[config.mk]
export PLATFORM = sky130hd
export DESIGN_NAME = dmx_diag_mux
export DESIGN_NICKNAME = d
export VERILOG_FILES = /design/src/hdl/dmx_pkg.sv /design/src/hdl/dmx_src_mux.sv /design/src/hdl/dmx_diag_mux.sv
export VERILOG_INCLUDE_DIRS = /design/src /design/src/hdl
export SDC_FILE = /design/constraint.sdc
export NUM_CORES = 1
export LEC_CHECK = 0
export BUFFER_PORTS_ARGS = -buffer_cell sky130_fd_sc_hd__buf_2
export CAP_MARGIN = 5
export CORE_MARGIN = 4
export CORE_UTILIZATION = 37
export DETAILED_ROUTE_END_ITERATION = 10
export PLACE_DENSITY = 0.77
export SETUP_SLACK_MARGIN = 0.3
export SYNTH_ARGS = -nofsm -noshare
export SYNTH_HDL_FRONTEND = slang
export SYNTH_SLANG_ARGS = --single-unit
[constraint.sdc]
create_clock -name pclk -period 1.5 [get_ports pclk]
set_clock_uncertainty 0.05 [all_clocks]
set_input_delay 0.075 -clock pclk [delete_from_list [all_inputs] [get_ports pclk]]
set_output_delay 0.075 -clock pclk [all_outputs]
set_load 0.01 [all_outputs]
[src/hdl/dmx_consts.svh]
// constants of the diagnostic digital multiplexer: offsets, fields, resets, codes
// Notes on behaviour
// - Output type 01b selects digital mode, in which the chosen source drives the pin.
// - In digital mode the analog buffer is high impedance, so only the digital buffer drives.
// - Select bits [6:4] are the group and [3:0] the channel, and groups 100b to 111b give 0.
// - Group 000b carries regulator undervoltage, the converter UV/OV pairs and io overvoltage.
// - Group 001b carries sync-out, system, PLL, sync-in and switching clocks, others give 0.
// - Group 010b channels 1 to 5 carry the primary buck signals, and channel 0 gives 0.
// - Group 010b channels 6 to 10 carry the same five signals of the secondary buck.
// - Group 010b channels 11 to 15 carry boost signals, group 011b 1 to 3 the warnings.
// - With the output enable bit clear the pin is high impedance whatever the mode and select.
// - Output type 10b selects analog mode, in which the digital buffer is high impedance.
`ifndef DMX_CONSTS_SVH
`define DMX_CONSTS_SVH

// register byte offsets
`define DMX_OFS_CTRL      12'h000
`define DMX_OFS_SEL       12'h004
`define DMX_OFS_STAT      12'h008

// control register fields
`define DMX_CTRL_TYPE_LSB 0
`define DMX_CTRL_TYPE_MSB 1
`define DMX_CTRL_EN_BIT   2
`define DMX_CTRL_RST      3'h0

// source select fields
`define DMX_SEL_CH_LSB    0
`define DMX_SEL_CH_MSB    3
`define DMX_SEL_GRP_LSB   4
`define DMX_SEL_GRP_MSB   6
`define DMX_SEL_MSB       7
`define DMX_SEL_RST       8'h00

// status register fields
`define DMX_STAT_PIN_BIT  0
`define DMX_STAT_DOE_BIT  1
`define DMX_STAT_AEN_BIT  2
`define DMX_STAT_IOOV_BIT 3

// output type codes
`define DMX_TYPE_OUTCTL   2'h0
`define DMX_TYPE_DIG      2'h1
`define DMX_TYPE_ANA      2'h2
`define DMX_TYPE_ICON     2'h3

// timing: select register, source register, pin register
`define DMX_PIN_LATENCY   2

`endif

[src/hdl/dmx_pkg.sv]
// types shared by the diagnostic digital multiplexer
package dmx_pkg;

	// one-hot output mode after decode
	typedef enum logic [3:0] {
		DMX_MODE_OUTCTL = 4'b0001,
		DMX_MODE_DIG    = 4'b0010,
		DMX_MODE_ANA    = 4'b0100,
		DMX_MODE_ICON   = 4'b1000
	} dmx_mode_e;

	// internal digital sources offered to the multiplexer
	typedef struct packed {
		logic int_reg_uv;
		logic prim_uv;
		logic prim_ov;
		logic sec_uv;
		logic sec_ov;
		logic bst_uv;
		logic bst_ov;
		logic io_ov;
		logic sync_out_clk;
		logic sys_clk;
		logic pll_clk;
		logic sync_in_clk;
		logic prim_sw_clk;
		logic sec_sw_clk;
		logic bst_sw_clk;
		logic prim_hs_ilim;
		logic prim_ls_ilim;
		logic prim_ls_sink_ilim;
		logic prim_ovp;
		logic prim_ot;
		logic sec_hs_ilim;
		logic sec_ls_ilim;
		logic sec_ls_sink_ilim;
		logic sec_ovp;
		logic sec_ot;
		logic bst_ls_ilim;
		logic bst_hs_ilim;
		logic bst_hs_sink_ilim;
		logic bst_ovp;
		logic bst_ot;
		logic prim_ot_warn;
		logic sec_ot_warn;
		logic bst_ot_warn;
	} dmx_src_s;

	// diagnostic control register content
	typedef struct packed {
		logic       en;
		logic [1:0] otype;
	} dmx_ctrl_s;

	// diagnostic source select register content
	typedef struct packed {
		logic       spare;
		logic [2:0] grp;
		logic [3:0] ch;
	} dmx_sel_s;

endpackage

[src/hdl/dmx_src_mux.sv]
// source table and registered selection of one internal digital signal
`timescale 1ns/100ps
`include "dmx_consts.svh"
module dmx_src_mux #(
	parameter int GRP_W = 3, // group code width
	parameter int CH_W  = 4  // channel code width
) (
	input  wire logic                     pclk,    // system clock
	input  wire logic                     presetn, // async reset, active low
	input  wire logic [GRP_W+CH_W-1:0]    idx,     // group and channel
	input  wire dmx_pkg::dmx_src_s        src,     // internal sources
	output logic                          bit_r    // selected source, registered
);
	localparam int N = 1 << (GRP_W + CH_W);

	// the table below is laid out for exactly a 3-bit group and 4-bit channel
	if (GRP_W != 3 || CH_W != 4) begin : g_bad_width
		$error("dmx_src_mux serves only a 3-bit group and 4-bit channel");
	end

	// one table entry per group and channel code
	function automatic logic pick(input logic [6:0] i, input dmx_pkg::dmx_src_s s);
		case (i)
			7'h01: pick = s.int_reg_uv;
			7'h07: pick = s.prim_uv;
			7'h08: pick = s.prim_ov;
			7'h09: pick = s.sec_uv;
			7'h0a: pick = s.sec_ov;
			7'h0b: pick = s.bst_uv;
			7'h0c: pick = s.bst_ov;
			7'h0f: pick = s.io_ov;
			7'h10: pick = s.sync_out_clk;
			7'h11: pick = s.sys_clk;
			7'h12: pick = s.pll_clk;
			7'h13: pick = s.sync_in_clk;
			7'h14: pick = s.prim_sw_clk;
			7'h15: pick = s.sec_sw_clk;
			7'h17: pick = s.bst_sw_clk;
			7'h21: pick = s.prim_hs_ilim;
			7'h22: pick = s.prim_ls_ilim;
			7'h23: pick = s.prim_ls_sink_ilim;
			7'h24: pick = s.prim_ovp;
			7'h25: pick = s.prim_ot;
			7'h26: pick = s.sec_hs_ilim;
			7'h27: pick = s.sec_ls_ilim;
			7'h28: pick = s.sec_ls_sink_ilim;
			7'h29: pick = s.sec_ovp;
			7'h2a: pick = s.sec_ot;
			7'h2b: pick = s.bst_ls_ilim;
			7'h2c: pick = s.bst_hs_ilim;
			7'h2d: pick = s.bst_hs_sink_ilim;
			7'h2e: pick = s.bst_ovp;
			7'h2f: pick = s.bst_ot;
			7'h31: pick = s.prim_ot_warn;
			7'h32: pick = s.sec_ot_warn;
			7'h33: pick = s.bst_ot_warn;
			default: pick = 1'b0;
		endcase
	endfunction

	logic [N-1:0] tbl;

	// flatten the sources into one vector indexed by the select code
	for (genvar i = 0; i < N; i++) begin : g_ent
		assign tbl[i] = pick(7'(i), src);
	end

	// registering the pick keeps decode glitches off the pin
	always_ff @(posedge pclk or negedge presetn) begin
		if (!presetn)
			bit_r <= 1'b0;
		else
			bit_r <= tbl[idx];
	end
endmodule

[src/hdl/dmx_diag_mux.sv]
// diagnostic output multiplexer top: apb registers, mode decode and pin drivers
//
// Register access over APB and the register addresses are this design's own decisions.
`timescale 1ns/100ps
`include "dmx_consts.svh"
module dmx_diag_mux #(
	parameter int ADDR_W = 12 // apb address width
) (
	input  wire logic              pclk,           // system clock, 25 MHz
	input  wire logic              presetn,        // async reset, active low
	input  wire logic [ADDR_W-1:0] paddr,          // apb byte address
	input  wire logic              psel,           // apb select
	input  wire logic              penable,        // apb access phase
	input  wire logic              pwrite,         // apb direction, high writes
	input  wire logic [31:0]       pwdata,         // apb write data
	input  wire logic [3:0]        pstrb,          // apb write byte strobes
	output logic [31:0]            prdata,         // apb read data
	output logic                   pready,         // apb ready
	output logic                   pslverr,        // apb error, unmapped address
	input  wire dmx_pkg::dmx_src_s src,            // internal digital sources
	output logic                   diag_pin_out,   // digital buffer data
	output logic                   diag_pin_oe,    // digital buffer enable
	output logic                   ana_buf_en,     // analog buffer enable
	output logic [7:0]             ana_chan_sel    // analog channel select
);

	// the register map needs at least the status offset
	if (ADDR_W < 4) begin : g_bad_addr
		$error("dmx_diag_mux needs an address of at least 4 bits");
	end

	// register state
	dmx_pkg::dmx_ctrl_s ctrl_r;
	dmx_pkg::dmx_ctrl_s ctrl_nxt;
	dmx_pkg::dmx_sel_s  sel_r;
	dmx_pkg::dmx_sel_s  sel_nxt;
	logic [31:0]        prdata_r;
	logic               pready_r;
	logic               pslverr_r;

	// pin side state
	logic               src_bit;
	logic               pin_r;
	logic               oe_r;
	logic               aen_r;
	logic [7:0]         achan_r;
	dmx_pkg::dmx_mode_e mode;

	// apb phase decode
	wire setup_ph = psel && !penable;
	wire access_ph = psel && penable && pready_r;
	wire wr_acc = access_ph && pwrite && pstrb[0];

	// address decode, word aligned
	wire [11:0] addr12 = 12'(paddr);
	wire hit_ctrl = (addr12 == `DMX_OFS_CTRL);
	wire hit_sel = (addr12 == `DMX_OFS_SEL);
	wire hit_stat = (addr12 == `DMX_OFS_STAT);
	wire hit_any = hit_ctrl || hit_sel || hit_stat;

	// status is read only, writes to it are quietly ignored
	wire wr_ctrl = wr_acc && hit_ctrl;
	wire wr_sel = wr_acc && hit_sel;

	// field extraction from the write data
	wire [1:0] wd_type = pwdata[`DMX_CTRL_TYPE_MSB:`DMX_CTRL_TYPE_LSB];
	wire wd_en = pwdata[`DMX_CTRL_EN_BIT];
	wire [7:0] wd_sel = pwdata[`DMX_SEL_MSB:0];

	// next register values
	always_comb begin
		ctrl_nxt = ctrl_r;
		sel_nxt = sel_r;
		if (wr_ctrl) begin
			ctrl_nxt.otype = wd_type;
			ctrl_nxt.en = wd_en;
		end
		if (wr_sel) begin
			sel_nxt = wd_sel;
		end
	end

	// read images, reserved bits zero
	wire [31:0] rd_ctrl = {29'h0, ctrl_r.en, ctrl_r.otype};
	wire [31:0] rd_sel = {24'h0, sel_r};
	wire [31:0] rd_stat = {28'h0, src.io_ov, aen_r, oe_r, pin_r};

	// read select
	wire [31:0] rd_mux = hit_ctrl ? rd_ctrl :
	                     hit_sel  ? rd_sel  :
	                     hit_stat ? rd_stat : 32'h0;

	// control and select registers
	always_ff @(posedge pclk or negedge presetn) begin
		if (!presetn) begin
			ctrl_r <= `DMX_CTRL_RST;
			sel_r <= `DMX_SEL_RST;
		end else begin
			ctrl_r <= ctrl_nxt;
			sel_r <= sel_nxt;
		end
	end

	// apb answer: ready in the first access cycle, data caught at setup
	always_ff @(posedge pclk or negedge presetn) begin
		if (!presetn) begin
			pready_r <= 1'b0;
			prdata_r <= 32'h0;
			pslverr_r <= 1'b0;
		end else begin
			pready_r <= setup_ph;
			if (setup_ph) begin
				prdata_r <= pwrite ? 32'h0 : rd_mux;
				pslverr_r <= !hit_any;
			end
		end
	end

	assign prdata = prdata_r;
	assign pready = pready_r;
	assign pslverr = pslverr_r;

	// decode the output type into a one-hot mode
	always_comb begin
		case (ctrl_r.otype)
			`DMX_TYPE_OUTCTL: mode = dmx_pkg::DMX_MODE_OUTCTL;
			`DMX_TYPE_DIG:    mode = dmx_pkg::DMX_MODE_DIG;
			`DMX_TYPE_ANA:    mode = dmx_pkg::DMX_MODE_ANA;
			`DMX_TYPE_ICON:   mode = dmx_pkg::DMX_MODE_ICON;
			default:          mode = dmx_pkg::DMX_MODE_OUTCTL;
		endcase
	end

	// registered source pick from the group and channel fields
	dmx_src_mux #(
		.GRP_W (3),
		.CH_W  (4)
	) u_src (
		.pclk    (pclk),
		.presetn (presetn),
		.idx     ({sel_r.grp, sel_r.ch}),
		.src     (src),
		.bit_r   (src_bit)
	);

	// an io overvoltage cuts the buffer supply, so both buffers drop
	wire buf_ok = ctrl_r.en && !src.io_ov;
	wire dig_on = buf_ok && (mode == dmx_pkg::DMX_MODE_DIG);
	wire ana_on = buf_ok && (mode == dmx_pkg::DMX_MODE_ANA);

	// pin drivers; clocks slower than half of pclk come out sampled, so jittered
	always_ff @(posedge pclk or negedge presetn) begin
		if (!presetn) begin
			pin_r <= 1'b0;
			oe_r <= 1'b0;
			aen_r <= 1'b0;
			achan_r <= 8'h00;
		end else begin
			pin_r <= dig_on && src_bit;
			oe_r <= dig_on;
			aen_r <= ana_on;
			achan_r <= sel_r;
		end
	end

	assign diag_pin_out = pin_r;
	assign diag_pin_oe = oe_r;
	assign ana_buf_en = aen_r;
	assign ana_chan_sel = achan_r;

endmodule

==> impl_metrics.env, run 1 <==
export IMPL_cp_top_family="multiplexers"
export IMPL_cts_tree="done"
export IMPL_ys_ff_latch=33
export IMPL_dp_cells=293
export IMPL_worst_slack_ns=-0.228
export IMPL_overflow=0
export IMPL_grt_pass1_vias=1420
export IMPL_setup_tns_ns=-0.228
export IMPL_pre_cts_slack_ns=-0.268
export IMPL_hold_start="pwdata[0]"
export IMPL_crit_start="rd_sel[0]"
export IMPL_syn_cell_area_sq_um=1800
export IMPL_antenna_found_initial=0
export IMPL_cp_start_kind="flop"
export IMPL_io_pins=131
export IMPL_clock_sinks=33
export IMPL_area_growth_pct=39.5
export IMPL_htree_levels=2
export IMPL_synth_compound_area_share_pct=9.46
export IMPL_r2r_start="rd_sel[0]"
export IMPL_critPathCaptureType="flop"
export IMPL_reg2reg_slack_ns=-0.23
export IMPL_powerDensity_nw_per_um2=694
export IMPL_synth_warnings=0
export IMPL_io_buffers=79
export IMPL_worstReg2RegEnd="u_src.bit_r"
export IMPL_synthCells=148
export IMPL_ctsRootBufferMaster="clkbuf_8"
export IMPL_multi_input_area_sq_um=910
export IMPL_cap_violations=0
export IMPL_crit_required_ns=1.61
export IMPL_drtIter0Drc=57
export IMPL_syn_avg_cell_area_sq_um=12.1
export IMPL_max_freq_mhz=579
export IMPL_fillerInstances=444
export IMPL_min_period_ns=1.73
export IMPL_synth_mux_area_share_pct=18.9
export IMPL_fin_crit_sh_pct=115
export IMPL_ys_async_sr_fraction_pct=100
export IMPL_p_total_mw=1.74
export IMPL_core_area_sq_um=4720
export IMPL_start_util_pct=38.1
export IMPL_track_usage_pct=14.0
export IMPL_yosysUniqueCellTypes=41
export IMPL_viasPerCell=4.48
export IMPL_min_path_type="primary input to flop"
export IMPL_worstSkewPairLatency_ns=0.28
export IMPL_relSlewSlack_pct=52.4
export IMPL_critical_path_max_stage_delay_ns=0.52
export IMPL_drc=0
export IMPL_num_nets_final=333
export IMPL_cp_arrival_ns=1.84
export IMPL_die_w_microns=77.7
export IMPL_worstHoldPathCells=2
export IMPL_cts_buffer_depth=2
export IMPL_yosysSeqAreaShare_pct=45.9
export IMPL_clk_pin_slew_ns=0.07
export IMPL_rr_worst_depth=6
export IMPL_grt_pass1_wl_mm=6.62
export IMPL_tightest_slew_ns=0.714
export IMPL_final_core_util_pct=53.1
export IMPL_area_sequential_sq_um=827
export IMPL_leakagePower_nw=1.31
export IMPL_fin_area_sq_um=2510
export IMPL_routed_wl_mm=4.34
export IMPL_ir_drop_uv=512
export IMPL_gp_congestion=0.789
export IMPL_synth_top_family_by_area="multiplexers"
export IMPL_slew_viol_final=0
export IMPL_final_cell_mix="80 x buf_2, 32 x dfrtp_1, 24 x conb_1"
export IMPL_synthAdderAreaFrac_pct=0
export IMPL_dieArea_sq_um=6040
export IMPL_setup_viol=1
export IMPL_status="complete, but fails checks"
export IMPL_synth_edff_count=0
export IMPL_grt_max_degree=34
export IMPL_critPathBufInv=1
export IMPL_rsz0062_at_grt="yes"
export IMPL_vias=1411
export IMPL_violations="setup timing"
export IMPL_hold_violations=0
export IMPL_instances_no_fill=315
export IMPL_dr_pass1_iters=4
export IMPL_path_cells="buf_12, mux4_2, nor2_2, a21oi_1, o2111ai_1, o41ai_2"
export IMPL_drive_above_1_share_pct=53.2
export IMPL_cpMaxStageDelayCell="mux4_2"
export IMPL_ant_nets=0
export IMPL_whs_ns=0.0123
export IMPL_final_common_cell="buf_2"
export IMPL_dpl_cell_area_sq_um=2230
export IMPL_cp_max_fo=12
export IMPL_synth_xor_area_share_pct=0
export IMPL_dp_hpwl_mm=3.30
export IMPL_ys_flop_type="dfrtp_1"
export IMPL_whs_endpoint="rd_sel[0]"
export IMPL_synthSimpleGateAreaFrac_pct=12.2
export IMPL_antenna_cells=0
export IMPL_wl_per_cell_microns=13.8
export IMPL_crit_type="flop to flop"
export IMPL_cts_inserted_buffers=5
export IMPL_rows=25
export IMPL_die_y_microns=77.7
==> synthesized netlist by cell type (2+ instances only) <==
| cell | number | area share [%] |
|---|---|---|
| dfrtp_1 | 33 | 46 |
| buf_4 | 24 | 10 |
| mux2_2 | 12 | 7.5 |
| nand2_1 | 9 | 1.9 |
| a22o_1 | 8 | 3.9 |
| mux2i_1 | 8 | 4.5 |
| o21ai_0 | 5 | 1.4 |
| a21oi_1 | 3 | 0.83 |
| mux4_1 | 3 | 4.4 |
| nor2_1 | 3 | 0.63 |
| nor3b_1 | 3 | 1.3 |
| a31oi_1 | 2 | 0.70 |
| clkbuf_1 | 2 | 0.42 |
| mux4_2 | 2 | 2.5 |
| nand3_1 | 2 | 0.56 |
| nand3b_1 | 2 | 0.83 |
| nor4_1 | 2 | 0.70 |
| nor4bb_1 | 2 | 1.1 |
==> sequential cells by signal (all words and copies together) (netlist names) <==
signal / flops
pready: 1
ana_chan_sel: 8
u_src.bit_r: 1
pslverr: 1
ana_buf_en: 1
ctrl_r: 3
rd_sel: 8
prdata: 8
diag_pin_oe: 1
diag_pin_out: 1
==> cell type report <==
| type | count | share of cell area [%] |
|---|---|---|
| Clock buffer | 5 | 2.74 |
| Tap cell | 67 | 3.34 |
| Timing Repair Buffer | 100 | 23.8 |
| Clock inverter | 3 | 0.699 |
| Inverter | 1 | 0.150 |
| Sequential cell | 33 | 33.0 |
| Multi-Input combinational cell | 106 | 36.3 |
==> timing repair <==
action / CTS / global route
hold buffers: 9 / 0
pin swaps: 1 / 0
hold endpoints to repair: 44 / 0
resized for setup: 13 / 8
setup buffers: 4 / 1
endpoints found under the setup margin: 14 / 15
==> kinds of logic after synthesis <==
| group | after synthesis |
|---|---|
| buffers and inverters | 32 |
| other | 1 |
| multiplexers | 25 |
| AND/OR/NAND/NOR | 34 |
| flip-flops | 33 |
| AO/OA/AOI/OAI | 23 |
==> power breakdown <==
group | leakage [nW] | switching, mW | total [mW] | internal (mW)
Clock | 0.0439 | 0.320 | 0.640 | 0.319
Sequential | 0.456 | 0.00209 | 0.896 | 0.894
Combinational | 0.812 | 0.107 | 0.204 | 0.0973
==> how the worst max path moves through the flow <==
stage	to	slack, ns	cells after the start
final	u_src.bit_r	-0.23	6
after CTS	u_src.bit_r	-0.23	6
after global placement	u_src.bit_r	-0.15	6
after detailed placement	u_src.bit_r	-0.27	6
after floorplan	u_src.bit_r	-0.09	6
after global routing	u_src.bit_r	-0.30	6
==> metal layers <==
layer  routed length (microns)  global-route usage, %  up-vias
met4                        59                   3.74        0
met2                      2120                   23.4       54
li1                          -                      -      691
met3                       284                   4.18        8
met5                         0                      0        -
met1                      1880                   17.7      658
No activity file was read; power rests on OpenSTA's default activity.
==> run 2: changes to the inputs <==
--- a/config.mk
+++ b/config.mk
@@ -7,11 +7,11 @@
 export NUM_CORES = 1
 export LEC_CHECK = 0
 export BUFFER_PORTS_ARGS = -buffer_cell sky130_fd_sc_hd__buf_2
-export CAP_MARGIN = 5
+export CAP_MARGIN = 20
 export CORE_MARGIN = 4
 export CORE_UTILIZATION = 37
 export DETAILED_ROUTE_END_ITERATION = 10
-export PLACE_DENSITY = 0.77
+export PLACE_DENSITY = 0.82
 export SETUP_SLACK_MARGIN = 0.3
 export SYNTH_ARGS = -nofsm -noshare
 export SYNTH_HDL_FRONTEND = slang
==> run 2 against run 1 <==
The run still ends with setup timing left. Utilization grew 2.3 points. Flip-flop and latch count stayed put. Maximum frequency shrank 2.4%. Global-route usage increased by 0.35 points. Hold slack got worse by 0.0032 ns. Critical path depth did not move. Sequential power about the same. Clock power fell by 0.9%. Total power barely moved. Routed wire length rose by 4.3%. Setup slack worse by 0.042 ns.
==> impl_metrics.env, run 2 (synthesis gave the netlist of run 1 again) <==
export IMPL_vias=1468
export IMPL_fin_crit_sh_pct=118
export IMPL_hold_start="pwdata[2]"
export IMPL_tightest_slew_ns=0.710
export IMPL_rsz0062_at_grt="yes"
export IMPL_clk_pin_slew_ns=0.07
export IMPL_relSlewSlack_pct=52.7
export IMPL_io_buffers=79
export IMPL_dp_hpwl_mm=3.32
export IMPL_viasPerCell=4.54
export IMPL_rr_worst_depth=6
export IMPL_grt_pass1_wl_mm=6.83
export IMPL_setup_tns_ns=-0.270
export IMPL_hold_violations=0
export IMPL_cts_buffer_depth=2
export IMPL_overflow=0
export IMPL_cp_max_fo=7
export IMPL_crit_type="flop to flop"
export IMPL_clock_sinks=33
export IMPL_routed_wl_mm=4.53
export IMPL_drtIter0Drc=35
export IMPL_max_freq_mhz=565
export IMPL_status="complete, but fails checks"
export IMPL_worst_slack_ns=-0.270
export IMPL_drc=0
export IMPL_cts_tree="done"
export IMPL_final_cell_mix="78 x buf_2, 32 x dfrtp_1, 24 x conb_1"
export IMPL_antenna_cells=0
export IMPL_whs_ns=0.00910
export IMPL_min_period_ns=1.77
export IMPL_core_area_sq_um=4720
export IMPL_cts_inserted_buffers=5
export IMPL_cp_start_kind="flop"
export IMPL_drive_above_1_share_pct=54.3
export IMPL_io_pins=131
export IMPL_worstSkewPairLatency_ns=0.28
export IMPL_reg2reg_slack_ns=-0.27
export IMPL_powerDensity_nw_per_um2=666
export IMPL_final_core_util_pct=55.4
export IMPL_track_usage_pct=14.4
export IMPL_violations="setup timing"
export IMPL_crit_required_ns=1.61
export IMPL_dr_pass1_iters=4
export IMPL_worstReg2RegEnd="u_src.bit_r"
export IMPL_antenna_found_initial=0
export IMPL_htree_levels=2
export IMPL_r2r_start="rd_sel[0]"
export IMPL_final_common_cell="buf_2"
export IMPL_critPathCaptureType="flop"
export IMPL_wl_per_cell_microns=14.0
export IMPL_cap_violations=0
export IMPL_die_w_microns=77.7
export IMPL_ir_drop_uv=547
export IMPL_slew_viol_final=0
export IMPL_grt_pass1_vias=1470
export IMPL_die_y_microns=77.7
export IMPL_rows=25
export IMPL_setup_viol=1
export IMPL_area_growth_pct=45.4
export IMPL_dieArea_sq_um=6040
export IMPL_leakagePower_nw=1.38
export IMPL_fillerInstances=416
export IMPL_ant_nets=0
export IMPL_p_total_mw=1.74
export IMPL_min_path_type="primary input to flop"
export IMPL_start_util_pct=38.1
export IMPL_grt_max_degree=34
export IMPL_cp_arrival_ns=1.88
export IMPL_whs_endpoint="rd_sel[2]"
export IMPL_num_nets_final=341
export IMPL_worstHoldPathCells=2
export IMPL_ctsRootBufferMaster="clkbuf_8"
export IMPL_gp_congestion=0.728
-- run 2: what timing repair did --
action	in CTS	in global routing
setup buffers	6	5
cloned	1	0
pin swaps	5	10
hold buffers	9	0
endpoints found under the setup margin	13	19
endpoints found under the hold margin	44	0
resized for setup	17	11
-- run 2: final cells by class --
class / count / area [sq um] / area share (%)
Timing Repair Buffer: 108 / 702 / 26.8
Multi-Input combinational cell: 106 / 916 / 35.0
Clock buffer: 6 / 72.6 / 2.78
Tap cell: 67 / 83.8 / 3.21
Inverter: 1 / 3.75 / 0.144
Clock inverter: 2 / 10.0 / 0.383
Sequential cell: 33 / 827 / 31.6
-- run 2: power by group --
| group | internal (mW) | switching [mW] | total, mW |
|---|---|---|---|
| logic | 0.101 | 0.110 | 0.211 |
| clock network | 0.321 | 0.313 | 0.634 |
| registers | 0.894 | 0.00220 | 0.897 |
| total | 1.32 | 0.425 | 1.74 |
-- run 2: layer usage --
metal / track usage (%) / wire length, microns / part of all wire [%]
met1: 18.6 / 1880 / 42
met2: 23.3 / 2290 / 51
met3: 4.18 / 302 / 6.7
met4: 4.27 / 53 / 1.2
met5: 0 / 0 / 0
-- run 2: worst max path at each step --
| stage | from | cells after the start | slack (ns) | endpoint |
|---|---|---|---|---|
| floorplan | rd_sel[0] | 6 | -0.09 | u_src.bit_r |
| global placement | rd_sel[0] | 6 | -0.15 | u_src.bit_r |
| detailed placement | rd_sel[0] | 6 | -0.21 | u_src.bit_r |
| CTS | rd_sel[0] | 6 | -0.22 | u_src.bit_r |
| global route | rd_sel[0] | 6 | -0.34 | u_src.bit_r |
| finish | rd_sel[0] | 6 | -0.27 | u_src.bit_r |
-- run 2: metrics by stage --
step | cell area [sq um] | instances | setup WS, ns
floorplan | 1940 | 171 | -0.0887
global placement | 2240 | 294 | -0.150
detailed placement | 2240 | 294 | -0.209
CTS | 2540 | 318 | -0.225
global route | 2620 | 323 | -0.340
finish | 2620 | 323 | -0.270
-- run 2: critical path, stage by stage, from the launching register on --
cell	delay (ns)
dfrtp_1	0.42
buf_12	0.15
mux4_2	0.53
nor2_2	0.15
a21oi_2	0.05
o2111ai_2	0.21
o41ai_2	0.10
==> run 3: changes to the inputs <==
--- a/config.mk
+++ b/config.mk
@@ -8,6 +8,7 @@
 export LEC_CHECK = 0
 export BUFFER_PORTS_ARGS = -buffer_cell sky130_fd_sc_hd__buf_2
 export CAP_MARGIN = 20
+export CORE_ASPECT_RATIO = 0.8
 export CORE_MARGIN = 4
 export CORE_UTILIZATION = 37
 export DETAILED_ROUTE_END_ITERATION = 10
==> run 3 against run 2 <==
Register-to-register slack better by 0.09 ns. Sequential power about the same. The flow still finishes with violations (setup timing). Cell area fell by 3.2%.
==> impl_metrics.env, run 3 (synthesis gave the netlist of run 1 again) <==
export IMPL_overflow=0
export IMPL_rr_worst_depth=6
export IMPL_final_core_util_pct=54.4
export IMPL_r2r_start="rd_sel[0]"
export IMPL_leakagePower_nw=1.34
export IMPL_critPathBufInv=1
export IMPL_final_common_cell="buf_2"
export IMPL_cp_arrival_ns=1.79
export IMPL_instances_no_fill=309
export IMPL_crit_start="rd_sel[0]"
export IMPL_ir_drop_uv=400
export IMPL_critical_path_max_stage_delay_ns=0.52
export IMPL_critical_path_depth=6
export IMPL_die_y_microns=70.4
export IMPL_crit_required_ns=1.61
export IMPL_antenna_cells=0
export IMPL_track_usage_pct=15.0
export IMPL_io_pins=131
export IMPL_worstHoldPathCells=2
export IMPL_cpMaxStageDelayCell="mux4_2"
export IMPL_num_nets_final=335
export IMPL_worstSkewPairLatency_ns=0.28
export IMPL_die_w_microns=85.9
export IMPL_core_area_sq_um=4650
export IMPL_final_cell_mix="79 x buf_2, 32 x dfrtp_1, 24 x conb_1"
export IMPL_drc=0
export IMPL_status="complete, but fails checks"
export IMPL_drtIter0Drc=67
export IMPL_vias=1457
export IMPL_routed_wl_mm=4.42
export IMPL_critPathCaptureType="flop"
export IMPL_wl_per_cell_microns=14.3
export IMPL_area_growth_pct=40.8
export IMPL_p_total_mw=1.76
export IMPL_grt_max_degree=34
export IMPL_slew_viol_final=0
export IMPL_dieArea_sq_um=6050
export IMPL_grt_pass1_wl_mm=7.02
export IMPL_cp_start_kind="flop"
export IMPL_max_freq_mhz=597
export IMPL_tightest_slew_ns=0.706
export IMPL_htree_levels=2
export IMPL_antenna_found_initial=0
export IMPL_dp_hpwl_mm=3.38
export IMPL_min_path_type="primary input to flop"
export IMPL_gp_congestion=0.804
export IMPL_crit_type="flop to flop"
export IMPL_dp_cells=290
export IMPL_cts_inserted_buffers=5
export IMPL_dr_pass1_iters=4
export IMPL_ctsRootBufferMaster="clkbuf_8"
export IMPL_start_util_pct=38.6
export IMPL_whs_ns=0.00450
export IMPL_relSlewSlack_pct=53.0
export IMPL_clock_sinks=33
export IMPL_hold_start="pwdata[2]"
export IMPL_viasPerCell=4.72
export IMPL_setup_tns_ns=-0.176
export IMPL_violations="setup timing"
export IMPL_min_period_ns=1.68
export IMPL_rows=22
export IMPL_fin_crit_sh_pct=112
export IMPL_fillerInstances=417
export IMPL_powerDensity_nw_per_um2=697
export IMPL_cts_tree="done"
export IMPL_cp_top_family="multiplexers"
export IMPL_ant_nets=0
export IMPL_path_cells="buf_12, mux4_2, nor2_2, a21oi_1, o2111ai_2, o41ai_2"
export IMPL_hold_violations=0
export IMPL_rsz0062_at_grt="yes"
export IMPL_clk_pin_slew_ns=0.07
export IMPL_drive_above_1_share_pct=53.4
export IMPL_setup_viol=1
export IMPL_grt_pass1_vias=1514
export IMPL_cap_violations=0
export IMPL_cts_buffer_depth=2
export IMPL_cp_max_fo=6
export IMPL_worst_slack_ns=-0.176
export IMPL_io_buffers=79
[run 3: changes by cell type in the layout (fill, tap and decap cells not counted)]
| cell | delta |
|---|---|
| a21oi_1 | +1 |
| a21oi_2 | -1 |
| buf_2 | +1 |
| buf_4 | -4 |
| buf_6 | -2 |
| buf_8 | +1 |
| bufbuf_16 | -1 |
| clkbuf_8 | +1 |
| clkdlybuf4s18_2 | +1 |
| clkinv_2 | -2 |
| dlygate4sd3_1 | -2 |
[run 3: per-stage QoR]
stage | area (sq um) | setup WS, ns
finish | 2530 | -0.176
global route | 2530 | -0.290
CTS | 2480 | -0.194
detailed placement | 2250 | -0.218
global placement | 2250 | -0.135
floorplan | 1940 | -0.0887
[run 3: area by class of cell]
class / instances / area (sq um) / area share, %
Clock buffer: 7 / 86.3 / 3.41
Tap cell: 60 / 75.1 / 2.97
Inverter: 1 / 3.75 / 0.148
Sequential cell: 33 / 827 / 32.7
Timing Repair Buffer: 102 / 627 / 24.8
Multi-Input combinational cell: 106 / 912 / 36.0
[run 3: repair_timing]
item,4_1_cts,5_1_grt
gates resized for setup,14,11
hold buffers,7,0
pin swaps,1,7
endpoints found under the setup margin,14,19
hold endpoints to repair,40,0
buffers inserted,3,2
cloned,0,0
[run 3: power by group]
part           internal [mW]  leakage, nW  total [mW]  switching, mW
clock                  0.364       0.0443       0.665          0.302
combinational         0.0937        0.836       0.203          0.109
sequential             0.895        0.456       0.897        0.00224
total                   1.35         1.34        1.76          0.413
[run 3: worst paths after layout]
path / to / slack [ns]
min in group asynchronous: pslverr / 0.34
setup reg to reg: u_src.bit_r / -0.18
setup / recovery: u_src.bit_r / -0.18
max in group asynchronous: rd_sel[1] / 0.57
hold / removal: rd_sel[2] / 0.004
hold reg to reg: ana_chan_sel[7] / 0.36
[run 3: per-layer routing]
metal,up-vias,GRT usage [%],wire length [microns],part of all wire [%]
li1,689,-,-,-
met1,700,19.3,1870,42
met2,61,24.0,2110,48
met3,7,4.25,373,8.4
met4,0,5.27,61,1.4
met5,-,0,0,0
